**src/bfcs_pkg.sv**
```systemverilog
// Package: register map, pin timing and types for the flash pin controller
package bfcs_pkg;

  // ----------------------------------------------------------------
  // Clock and pin timing
  // ----------------------------------------------------------------
  localparam int CLK_NS = 50;
  localparam int T_SETUP_NS = 50;   // Address/data setup before write strobe
  localparam int T_WE_LOW_NS = 100; // Write strobe low width
  localparam int T_HOLD_NS = 50;    // Address/data hold after strobe rises
  localparam int T_ACC_NS = 200;    // Read access before sampling
  localparam int T_WAKE_NS = 1000;  // wake_to_write_time
  localparam int T_ROV_NS = 1000;   // reset_to_output_valid_time
  localparam int T_PD_NS = 1000;    // Least low time of the power-down pin

  // Least times round up to whole cycles, never below one
  function automatic int ns2cyc(input int ns);
    int c;
    c = (ns + CLK_NS - 1) / CLK_NS;
    return (c < 1) ? 1 : c;
  endfunction

  localparam int CNT_W = 12;
  localparam logic [CNT_W-1:0] C_SETUP = CNT_W'(ns2cyc(T_SETUP_NS));
  localparam logic [CNT_W-1:0] C_WE_LOW = CNT_W'(ns2cyc(T_WE_LOW_NS));
  localparam logic [CNT_W-1:0] C_HOLD = CNT_W'(ns2cyc(T_HOLD_NS));
  localparam logic [CNT_W-1:0] C_ACC = CNT_W'(ns2cyc(T_ACC_NS) + 3);
  localparam logic [CNT_W-1:0] C_WAKE = CNT_W'(ns2cyc(T_WAKE_NS));
  localparam logic [CNT_W-1:0] C_ROV = CNT_W'(ns2cyc(T_ROV_NS));
  localparam logic [CNT_W-1:0] C_PD = CNT_W'(ns2cyc(T_PD_NS));

  // ----------------------------------------------------------------
  // Array geometry and register map
  // ----------------------------------------------------------------
  localparam int ADDR_W = 21;  // Widest density option
  localparam int DATA_W = 8;
  localparam int PADDR_W = 8;
  localparam logic [PADDR_W-1:0] OFS_CTRL = 8'h00;
  localparam logic [PADDR_W-1:0] OFS_ADDR = 8'h04;
  localparam logic [PADDR_W-1:0] OFS_WDATA = 8'h08;
  localparam logic [PADDR_W-1:0] OFS_CMD = 8'h0C;
  localparam logic [PADDR_W-1:0] OFS_STATUS = 8'h10;
  localparam logic [PADDR_W-1:0] OFS_RDATA = 8'h14;
  localparam int CTRL_PD_BIT = 0;
  localparam int CTRL_HH_BIT = 1;
  localparam logic [1:0] CTRL_RST = 2'h0;
  localparam int ST_BUSY_BIT = 0;
  localparam int ST_RDY_BIT = 1;
  localparam int ST_WOK_BIT = 2;
  localparam int ST_ROK_BIT = 3;
  localparam int ST_REF_BIT = 4;
  localparam logic [1:0] OP_WRITE = 2'h1;
  localparam logic [1:0] OP_READ = 2'h2;
  localparam logic [1:0] OP_WAIT = 2'h3;

  // Pin bundle toward the flash
  typedef struct packed {
    logic [ADDR_W-1:0] addr;
    logic [DATA_W-1:0] dq_out;
    logic dq_oe_n;
    logic ce_n;
    logic oe_n;
    logic we_n;
    logic powerdown_reset_in;
    logic high_programming_voltage;
  } bfcs_pins_t;

  typedef enum logic [6:0] {
    ST_IDLE = 7'h01,
    ST_WSET = 7'h02,
    ST_WLOW = 7'h04,
    ST_WHLD = 7'h08,
    ST_RACC = 7'h10,
    ST_RDON = 7'h20,
    ST_WRDY = 7'h40
  } bfcs_state_t;

endpackage : bfcs_pkg

```
**src/bfcs_ctrl.sv**
```systemverilog
// Host-side controller that drives a block flash through its pins
//
// Implementation choices: the address map and the APB register port.
`timescale 1ns/10ps
`default_nettype none

// What this block does
// - Automation starts only from command sequences written as bus cycles.
// - Host learns completion by polling status or waiting on ready/busy.
// - After reset pin rises, host waits before trusting read data.
// - After reset pin rises, host issues no write before the wake delay.
module bfcs_ctrl
  import bfcs_pkg::*;
(
  input wire logic pclk,                   // APB clock, 20 MHz
  input wire logic presetn,                // Async reset, active low
  input wire logic psel,                   // APB select
  input wire logic penable,                // APB access phase
  input wire logic pwrite,                 // APB direction
  input wire logic [PADDR_W-1:0] paddr,    // APB byte address
  input wire logic [31:0] pwdata,          // APB write data
  output logic [31:0] prdata,              // APB read data
  output logic pready,                     // APB ready
  output logic pslverr,                    // APB error, unmapped address
  output bfcs_pins_t pins,                 // Pins toward the flash
  input wire logic [DATA_W-1:0] dq_in,     // Data pins as read back
  input wire logic ready_busy_out          // Device ready/busy pin
);

  // ----------------------------------------------------------------
  // Pin input synchronisers
  // ----------------------------------------------------------------
  logic [2:0] rdy_s_q;
  logic [DATA_W-1:0] dq_s1_q, dq_s2_q, dq_s3_q;
  logic rdy_q;

  // Three stages; a change counts once stages two and three agree
  always_ff @(posedge pclk or negedge presetn) begin
    if (!presetn) begin
      rdy_s_q <= 3'h0;
      rdy_q <= 1'b0;
    end else begin
      rdy_s_q <= {rdy_s_q[1:0], ready_busy_out};
      if (rdy_s_q[1] == rdy_s_q[2]) rdy_q <= rdy_s_q[2];
    end
  end

  always_ff @(posedge pclk or negedge presetn) begin
    if (!presetn) begin
      dq_s1_q <= 8'h00;
      dq_s2_q <= 8'h00;
      dq_s3_q <= 8'h00;
    end else begin
      dq_s1_q <= dq_in;
      dq_s2_q <= dq_s1_q;
      dq_s3_q <= dq_s2_q;
    end
  end

  // ----------------------------------------------------------------
  // APB slave and own registers
  // ----------------------------------------------------------------
  logic [1:0] ctrl_q;
  logic [ADDR_W-1:0] addr_reg_q;
  logic [DATA_W-1:0] wdata_q, rdata_q;
  logic refused_q;
  logic wok_q, rok_q;
  bfcs_state_t state_q;
  logic apb_wr, apb_rd, cmd_wr, mapped, cmd_ok, start;
  logic [1:0] cmd_op;
  logic [31:0] rd_mux;

  assign apb_wr = psel && penable && pready && pwrite;
  assign apb_rd = psel && !penable && !pwrite;
  assign cmd_wr = apb_wr && (paddr == OFS_CMD);
  assign cmd_op = pwdata[1:0];
  assign mapped = (paddr == OFS_CTRL) || (paddr == OFS_ADDR) ||
                  (paddr == OFS_WDATA) || (paddr == OFS_CMD) ||
                  (paddr == OFS_STATUS) || (paddr == OFS_RDATA);

  // Writes wait for the wake delay, reads for the output-valid delay
  always_comb begin
    unique case (cmd_op)
      OP_WRITE: cmd_ok = wok_q;
      OP_READ: cmd_ok = rok_q;
      OP_WAIT: cmd_ok = ctrl_q[CTRL_PD_BIT] == 1'b0;
      default: cmd_ok = 1'b0;
    endcase
  end
  assign start = cmd_wr && (state_q == ST_IDLE) && cmd_ok;

  always_comb begin
    rd_mux = 32'h0000_0000;
    unique case (paddr)
      OFS_CTRL: rd_mux = {30'h0, ctrl_q};
      OFS_ADDR: rd_mux = {11'h000, addr_reg_q};
      OFS_WDATA: rd_mux = {24'h00_0000, wdata_q};
      OFS_STATUS: rd_mux = {27'h0, refused_q, rok_q, wok_q, rdy_q,
                            state_q != ST_IDLE};
      OFS_RDATA: rd_mux = {24'h00_0000, rdata_q};
      default: rd_mux = 32'h0000_0000;
    endcase
  end

  // Zero-wait slave: ready in the first access cycle
  always_ff @(posedge pclk or negedge presetn) begin
    if (!presetn) begin
      pready <= 1'b0;
      pslverr <= 1'b0;
      prdata <= 32'h0000_0000;
    end else begin
      pready <= psel && !penable;
      pslverr <= psel && !penable && !mapped;
      if (apb_rd) prdata <= rd_mux;
    end
  end

  // Software-owned control words
  always_ff @(posedge pclk or negedge presetn) begin
    if (!presetn) begin
      ctrl_q <= CTRL_RST;
      addr_reg_q <= 21'h00_0000;
      wdata_q <= 8'h00;
    end else if (apb_wr) begin
      if (paddr == OFS_CTRL) ctrl_q <= pwdata[1:0];
      if (paddr == OFS_ADDR) addr_reg_q <= pwdata[ADDR_W-1:0];
      if (paddr == OFS_WDATA) wdata_q <= pwdata[DATA_W-1:0];
    end
  end

  // Sticky refusal flag; a new refusal beats a clear in the same cycle
  always_ff @(posedge pclk or negedge presetn) begin
    if (!presetn) begin
      refused_q <= 1'b0;
    end else if (cmd_wr && !start) begin
      refused_q <= 1'b1;
    end else if (apb_wr && paddr == OFS_STATUS && pwdata[ST_REF_BIT]) begin
      refused_q <= 1'b0;
    end
  end

  // ----------------------------------------------------------------
  // Power-down and wake timing
  // ----------------------------------------------------------------
  logic [CNT_W-1:0] pd_cnt_q, wake_cnt_q, rov_cnt_q;
  logic pd_pin_q;

  // Pin held low a least time, even if software releases at once; the
  // wake counters restart on every release so stale readiness never leaks
  always_ff @(posedge pclk or negedge presetn) begin
    if (!presetn) begin
      pd_pin_q <= 1'b0;
      pd_cnt_q <= 12'h000;
      wake_cnt_q <= 12'h000;
      rov_cnt_q <= 12'h000;
      wok_q <= 1'b0;
      rok_q <= 1'b0;
    end else if (ctrl_q[CTRL_PD_BIT] || pd_cnt_q < C_PD) begin
      pd_pin_q <= 1'b0;
      if (ctrl_q[CTRL_PD_BIT]) pd_cnt_q <= 12'h000;
      else pd_cnt_q <= pd_cnt_q + 12'h001;
      wake_cnt_q <= 12'h000;
      rov_cnt_q <= 12'h000;
      wok_q <= 1'b0;
      rok_q <= 1'b0;
    end else begin
      pd_pin_q <= 1'b1;
      if (wake_cnt_q < C_WAKE) wake_cnt_q <= wake_cnt_q + 12'h001;
      else wok_q <= 1'b1;
      if (rov_cnt_q < C_ROV) rov_cnt_q <= rov_cnt_q + 12'h001;
      else rok_q <= 1'b1;
    end
  end

  // ----------------------------------------------------------------
  // Bus cycle sequencer
  // ----------------------------------------------------------------
  logic [CNT_W-1:0] cnt_q;

  always_ff @(posedge pclk or negedge presetn) begin
    if (!presetn) begin
      state_q <= ST_IDLE;
      cnt_q <= 12'h000;
    end else if (ctrl_q[CTRL_PD_BIT]) begin
      state_q <= ST_IDLE;  // Power-down aborts any cycle in flight
      cnt_q <= 12'h000;
    end else begin
      cnt_q <= cnt_q + 12'h001;
      unique case (state_q)
        ST_IDLE: begin
          cnt_q <= 12'h000;
          if (start) begin
            unique case (cmd_op)
              OP_WRITE: state_q <= ST_WSET;
              OP_READ: state_q <= ST_RACC;
              default: state_q <= ST_WRDY;
            endcase
          end
        end
        ST_WSET: if (cnt_q + 12'h001 >= C_SETUP) begin
          state_q <= ST_WLOW;
          cnt_q <= 12'h000;
        end
        ST_WLOW: if (cnt_q + 12'h001 >= C_WE_LOW) begin
          state_q <= ST_WHLD;
          cnt_q <= 12'h000;
        end
        ST_WHLD: if (cnt_q + 12'h001 >= C_HOLD) begin
          state_q <= ST_IDLE;
        end
        ST_RACC: if (cnt_q + 12'h001 >= C_ACC) begin
          state_q <= ST_RDON;
        end
        ST_RDON: state_q <= ST_IDLE;
        ST_WRDY: if (rdy_q) begin
          state_q <= ST_IDLE;
        end
        default: state_q <= ST_IDLE;
      endcase
    end
  end

  // Read data taken once access time plus synchroniser delay has passed
  always_ff @(posedge pclk or negedge presetn) begin
    if (!presetn) begin
      rdata_q <= 8'h00;
    end else if (state_q == ST_RACC && cnt_q + 12'h001 >= C_ACC &&
                 dq_s2_q == dq_s3_q) begin
      rdata_q <= dq_s3_q;
    end
  end

  // Pin drive; address and data stay steady across the strobe's rising
  // edge, and chip select is released between cycles to allow standby, except when a command starts in the first idle cycle after a write
  always_ff @(posedge pclk or negedge presetn) begin
    if (!presetn) begin
      pins.addr <= 21'h00_0000;
      pins.dq_out <= 8'h00;
      pins.dq_oe_n <= 1'b1;
      pins.ce_n <= 1'b1;
      pins.oe_n <= 1'b1;
      pins.we_n <= 1'b1;
    end else begin
      pins.ce_n <= 1'b1;
      pins.oe_n <= 1'b1;
      pins.we_n <= 1'b1;
      pins.dq_oe_n <= 1'b1;
      if (start) begin
        pins.addr <= addr_reg_q;
        pins.dq_out <= wdata_q;
      end
      if (!ctrl_q[CTRL_PD_BIT]) begin
        unique case (state_q)
          ST_WSET, ST_WHLD: begin
            pins.ce_n <= 1'b0;
            pins.dq_oe_n <= 1'b0;
          end
          ST_WLOW: begin
            pins.ce_n <= 1'b0;
            pins.dq_oe_n <= 1'b0;
            pins.we_n <= 1'b0;
          end
          ST_RACC: begin
            pins.ce_n <= 1'b0;
            pins.oe_n <= 1'b0;
          end
          default: begin
          end
        endcase
        if (start && cmd_op == OP_WRITE) begin
          pins.ce_n <= 1'b0;
          pins.dq_oe_n <= 1'b0;
        end
        if (start && cmd_op == OP_READ) begin
          pins.ce_n <= 1'b0;
          pins.oe_n <= 1'b0;
        end
      end
    end
  end

  // Reset pin and high-voltage request; the override is only honoured
  // while the pin is released
  always_ff @(posedge pclk or negedge presetn) begin
    if (!presetn) begin
      pins.powerdown_reset_in <= 1'b0;
      pins.high_programming_voltage <= 1'b0;
    end else begin
      pins.powerdown_reset_in <= pd_pin_q;
      pins.high_programming_voltage <= pd_pin_q &&
                                       ctrl_q[CTRL_HH_BIT];
    end
  end

endmodule // bfcs_ctrl

`default_nettype wire

```
**config.mk**
```make
export PLATFORM = sky130hd
export DESIGN_NAME = bfcs_ctrl
export DESIGN_NICKNAME = d
export VERILOG_FILES = /design/src/bfcs_pkg.sv /design/src/bfcs_ctrl.sv
export SDC_FILE = /design/constraint.sdc
export NUM_CORES = 1
export LEC_CHECK = 0
export BUFFER_PORTS_ARGS = -buffer_cell sky130_fd_sc_hd__buf_2
export CORE_MARGIN = 5
export CORE_UTILIZATION = 45
export DETAILED_ROUTE_END_ITERATION = 8
export PLACE_DENSITY = 0.66
export SKIP_LAST_GASP = 1
export SYNTH_ARGS = -nofsm -noshare
export SYNTH_HDL_FRONTEND = slang
export SYNTH_SLANG_ARGS = --single-unit
```
**constraint.sdc**
```tcl
create_clock -name pclk -period 2.8 [get_ports pclk]
set_clock_uncertainty 0.2 [all_clocks]
set_input_delay 0.42 -clock pclk [delete_from_list [all_inputs] [get_ports pclk]]
set_output_delay 0.42 -clock pclk [all_outputs]
set_load 0.02 [all_outputs]
```
==> flow_metrics.py <==
metrics = {
    "global_route": {
        "grt_util_met3_pct": 4.294,
        "grt_pass1_vias": 5458,
        "use_met1_pct": 22.62,
        "top_usage_layer": "met2",
        "grt_overflow_total": 0,
        "globalRouteMet2Util_pct": 28.96,
        "grt.total_usage_pct": 17.24,
        "grt_max_degree": 65,
        "antenna_found_initial": 1,
        "grt_pass1_wl_mm": 27.64,
    },
    "placed_design": {
        "port-buffer-count": 100,
        "dpl.cell_count": 1001,
        "place.gp.congestion": 0.8217,
        "dp_hpwl_mm": 11.81,
    },
    "clock_tree": {
        "cts_resized": 0,
        "root_buffer": "clkbuf_16",
        "cts_tree": "built",
        "cts_setup_buffers": 0,
        "path_clk_slew_ns": 0.07,
        "postCtsHoldBufs": 10,
        "insertion_delay_ns": 0.42,
        "clk_path_buf_depth": 2,
        "cts_max_level": 4,
        "cts_made_buffers": 17,
        "cts.sinks": 184,
    },
    "logic_synthesis": {
        "synth.distinct_cells": 62,
        "syn_inst": 686,
        "yosys.area_share.xor_xnor_pct": 3.660,
        "synth_async_sr_flop_share_pct": 100.0,
        "ys.flop_type": "dfrtp_1",
        "ys_seq_area_share_pct": 60.21,
        "yosys.area_share.simple_pct": 18.51,
        "synth_adder_area_share_pct": 2.092,
        "syn_area_per_cell_um2": 11.16,
        "ys_ff_latch": 184,
        "netlist_area_mm2": 0.007657,
        "synth_edf_count": 0,
        "synth_top_family_by_area": "simple AND/OR/NAND/NOR gates",
        "muxShareOfSynthArea_pct": 6.373,
        "synth-compound-area-share_pct": 5.899,
        "ys_warn_count": 0,
    },
    "sta": {
        "worst_pin_slew_ns": 0.8652,
        "period_share_pct": 91.99,
        "finalSetupViolations": 0,
        "hold_viol": 0,
        "setup_tns_ns": 0,
        "grt_setup_unrepaired": "no",
        "drv_slew": 0,
        "max_slew_margin_pct": 42.32,
        "period_needed_ns": 2.576,
        "timing.fmax_mhz": 388.3,
    },
    "floorplan": {
        "ioPinCount": 123,
        "die_area_mm2": 0.01972,
        "dieHeight_um": 140.4,
        "core-area_mm2": 0.01664,
        "start_util_pct": 46.01,
        "die_x_um": 140.4,
        "row_count": 47,
    },
    "route": {
        "drc": 0,
        "drt_first_iter_violations": 331,
        "via_per_inst": 5.080,
        "wirelength_mm": 16.45,
        "vias": 5304,
        "post_drt_wl_per_cell_um": 15.75,
        "dr.pass1.iters": 5,
        "ant_nets": 0,
    },
    "pwr": {
        "switchingPower_mw": 1.470,
        "power.density_mw_per_mm2": 625.3,
        "p_leak_nw": 4.673,
        "clkPwrFrac_pct": 39.8,
        "pwr-share-comb_pct": 9.9,
        "pwr-share-seq_pct": 50.3,
        "peakVddDrop_v": 0.0005296,
        "internal-power_mw": 4.263,
        "swShare_pct": 25.64,
    },
    "layout": {
        "multi_input_area_mm2": 0.002844,
        "fillers": 1448,
        "syn_to_final_growth_pct": 19.72,
        "fin_cells": 1044,
        "seq_area_mm2": 0.004611,
        "final_cell_mix": "dfrtp_1, nand2_1, buf_2",
        "mostFrequentLayoutCell": "dfrtp_1",
        "drive_gt1_share_pct": 26.25,
        "nets": 876,
    },
    "worst_setup_path": {
        "worstSetupPathType": "reg -> reg",
        "timing.rr.start": "cnt_q[0]",
        "reg2reg_slack_ns": 0.22,
        "worstSetupStartpointType": "register",
        "crit_arrival_ns": 2.72,
        "cp_max_fo": 9,
        "worst-r2r-cell-count": 7,
        "worstPathRequired_ns": 2.95,
        "r2r-end": "cnt_q[10]",
        "end_kind": "register",
    },
    "hold_path": {
        "hold_path.class": "in -> reg",
        "min_path_cells": 2,
        "hold_path_end": "addr_reg_q[10]",
        "min-delay-start": "pwdata[10]",
    },
    "run": {
        "cap_violations": 0,
    },
    "status": {
        "outcome": "finished clean",
    },
}
==> per-stage QoR <==
| step | hold slack, ns | util, % | instance area (um2) | worst slack [ns] | total power [mW] |
|---|---|---|---|---|---|
| 5_1_grt | 0.01550 | 55.07 | 9165 | 0.02689 | 6.007 |
| 2_1_floorplan | -0.07559 | - | 7695 | 0.2294 | 3.278 |
| 4_1_cts | 0.01554 | 55.07 | 9165 | 0.1675 | 5.802 |
| 3_5_place_dp | 0.1347 | 51.09 | 8503 | 0.06197 | 3.500 |
| 3_3_place_gp | 0.1325 | 51.09 | 8503 | 0.07197 | 3.463 |
| 6_report | 0.03273 | 55.09 | 9168 | 0.2244 | 5.733 |
==> worst max-delay path, stage by stage (launching register included) <==
cell      delay [ns]
dfrtp_1         0.43
ha_1            0.28
and4_2          0.22
or3_1           0.37
a221oi_4        0.41
buf_4           0.20
a31oi_2         0.21
nor2_1          0.17
==> flip-flops by register name, indices dropped and copies added, names as in the netlist <==
register	flops
pslverr	1
wake_cnt_q	12
wdata_q	8
prdata	21
state_q	7
ctrl_q	2
rov_cnt_q	12
wok_q	1
addr_reg_q	21
rdata_q	8
rdy_s_q	3
dq_s3_q	8
pready	1
refused_q	1
dq_s2_q	8
pins	35
rdy_q	1
dq_s1_q	8
cnt_q	12
rok_q	1
pd_pin_q	1
pd_cnt_q	12
==> synthesized netlist by cell type, types with 2 or more instances <==
cell,count,area share (%)
a21oi_1,10,0.65
nand3b_1,3,0.29
buf_4,11,1.1
mux2_2,30,4.4
mux2i_1,3,0.39
a222oi_1,6,0.78
mux2_4,8,1.6
buf_6,2,0.29
nor2_1,50,2.5
clkbuf_1,26,1.3
nor3_1,11,0.72
and2_1,16,1.3
or2_2,3,0.25
nand4_1,8,0.65
a22o_1,2,0.23
a21o_1,2,0.20
nor2b_1,15,1.2
nand2_1,142,7.0
o21ai_0,16,1.0
nand2b_1,4,0.33
dfstp_2,5,1.7
inv_1,9,0.44
a22oi_1,2,0.20
nand3_1,25,1.6
dfrtp_1,179,58
nor4_1,6,0.49
or3_1,4,0.33
a31oi_1,6,0.49
ha_1,12,2.0
xor2_1,16,1.8
xnor2_1,16,1.8
and3_1,5,0.41
a41oi_1,4,0.46
==> routing by layer <==
metal | routed length [um] | vias to the layer above | share of wire [%]
met5 | 13 | - | 0.079
met4 | 159 | 2 | 0.97
met1 | 7268 | 2627 | 44
li1 | - | 2553 | -
met3 | 812 | 13 | 4.9
met2 | 8193 | 109 | 50
==> final cells by class <==
class                      count  share of cell area (%)
tap                          220                   3.003
timing repair buffer         136                   9.158
inverter                       9                  0.3685
multi-input combinational    462                   31.02
clock inverter                12                   1.256
sequential                   184                   50.29
antenna                        1                 0.02730
clock buffer                  20                   4.872
==> power groups by stage <==
| stage | clock [mW] | combinational, mW | sequential [mW] |
|---|---|---|---|
| 2_1_floorplan | 0 | 0.345 | 2.93 |
| 3_3_place_gp | 0 | 0.540 | 2.92 |
| 3_5_place_dp | 0 | 0.569 | 2.93 |
| 4_1_cts | 2.34 | 0.584 | 2.88 |
| 5_1_grt | 2.45 | 0.658 | 2.90 |
| 6_report | 2.28 | 0.568 | 2.88 |
==> cell families (layout without fill, tap and decap cells) <==
group                      Yosys count  count (layout)
AOI/OAI and AO/OA                   61              61
xor gates and xnor gates            32              32
adders and majority gates           13              13
buffers and inverters               50             177
DFF                                184             184
muxes                               41              41
other                                1              12
and+or+nand+nor                    304             304
==> worst max path at each step <==
| stage | end | startpoint | slack, ns |
|---|---|---|---|
| detailed placement | wdata_q[2] | paddr[5] | 0.06 |
| global placement | wdata_q[1] | paddr[5] | 0.07 |
| floorplan | rdata_q[0] | cnt_q[0] | 0.23 |
| global route | cnt_q[10] | cnt_q[0] | 0.03 |
| finish | cnt_q[10] | cnt_q[0] | 0.22 |
| CTS | cnt_q[10] | cnt_q[0] | 0.17 |
Note: power is estimated with default switching activity, not from simulation.
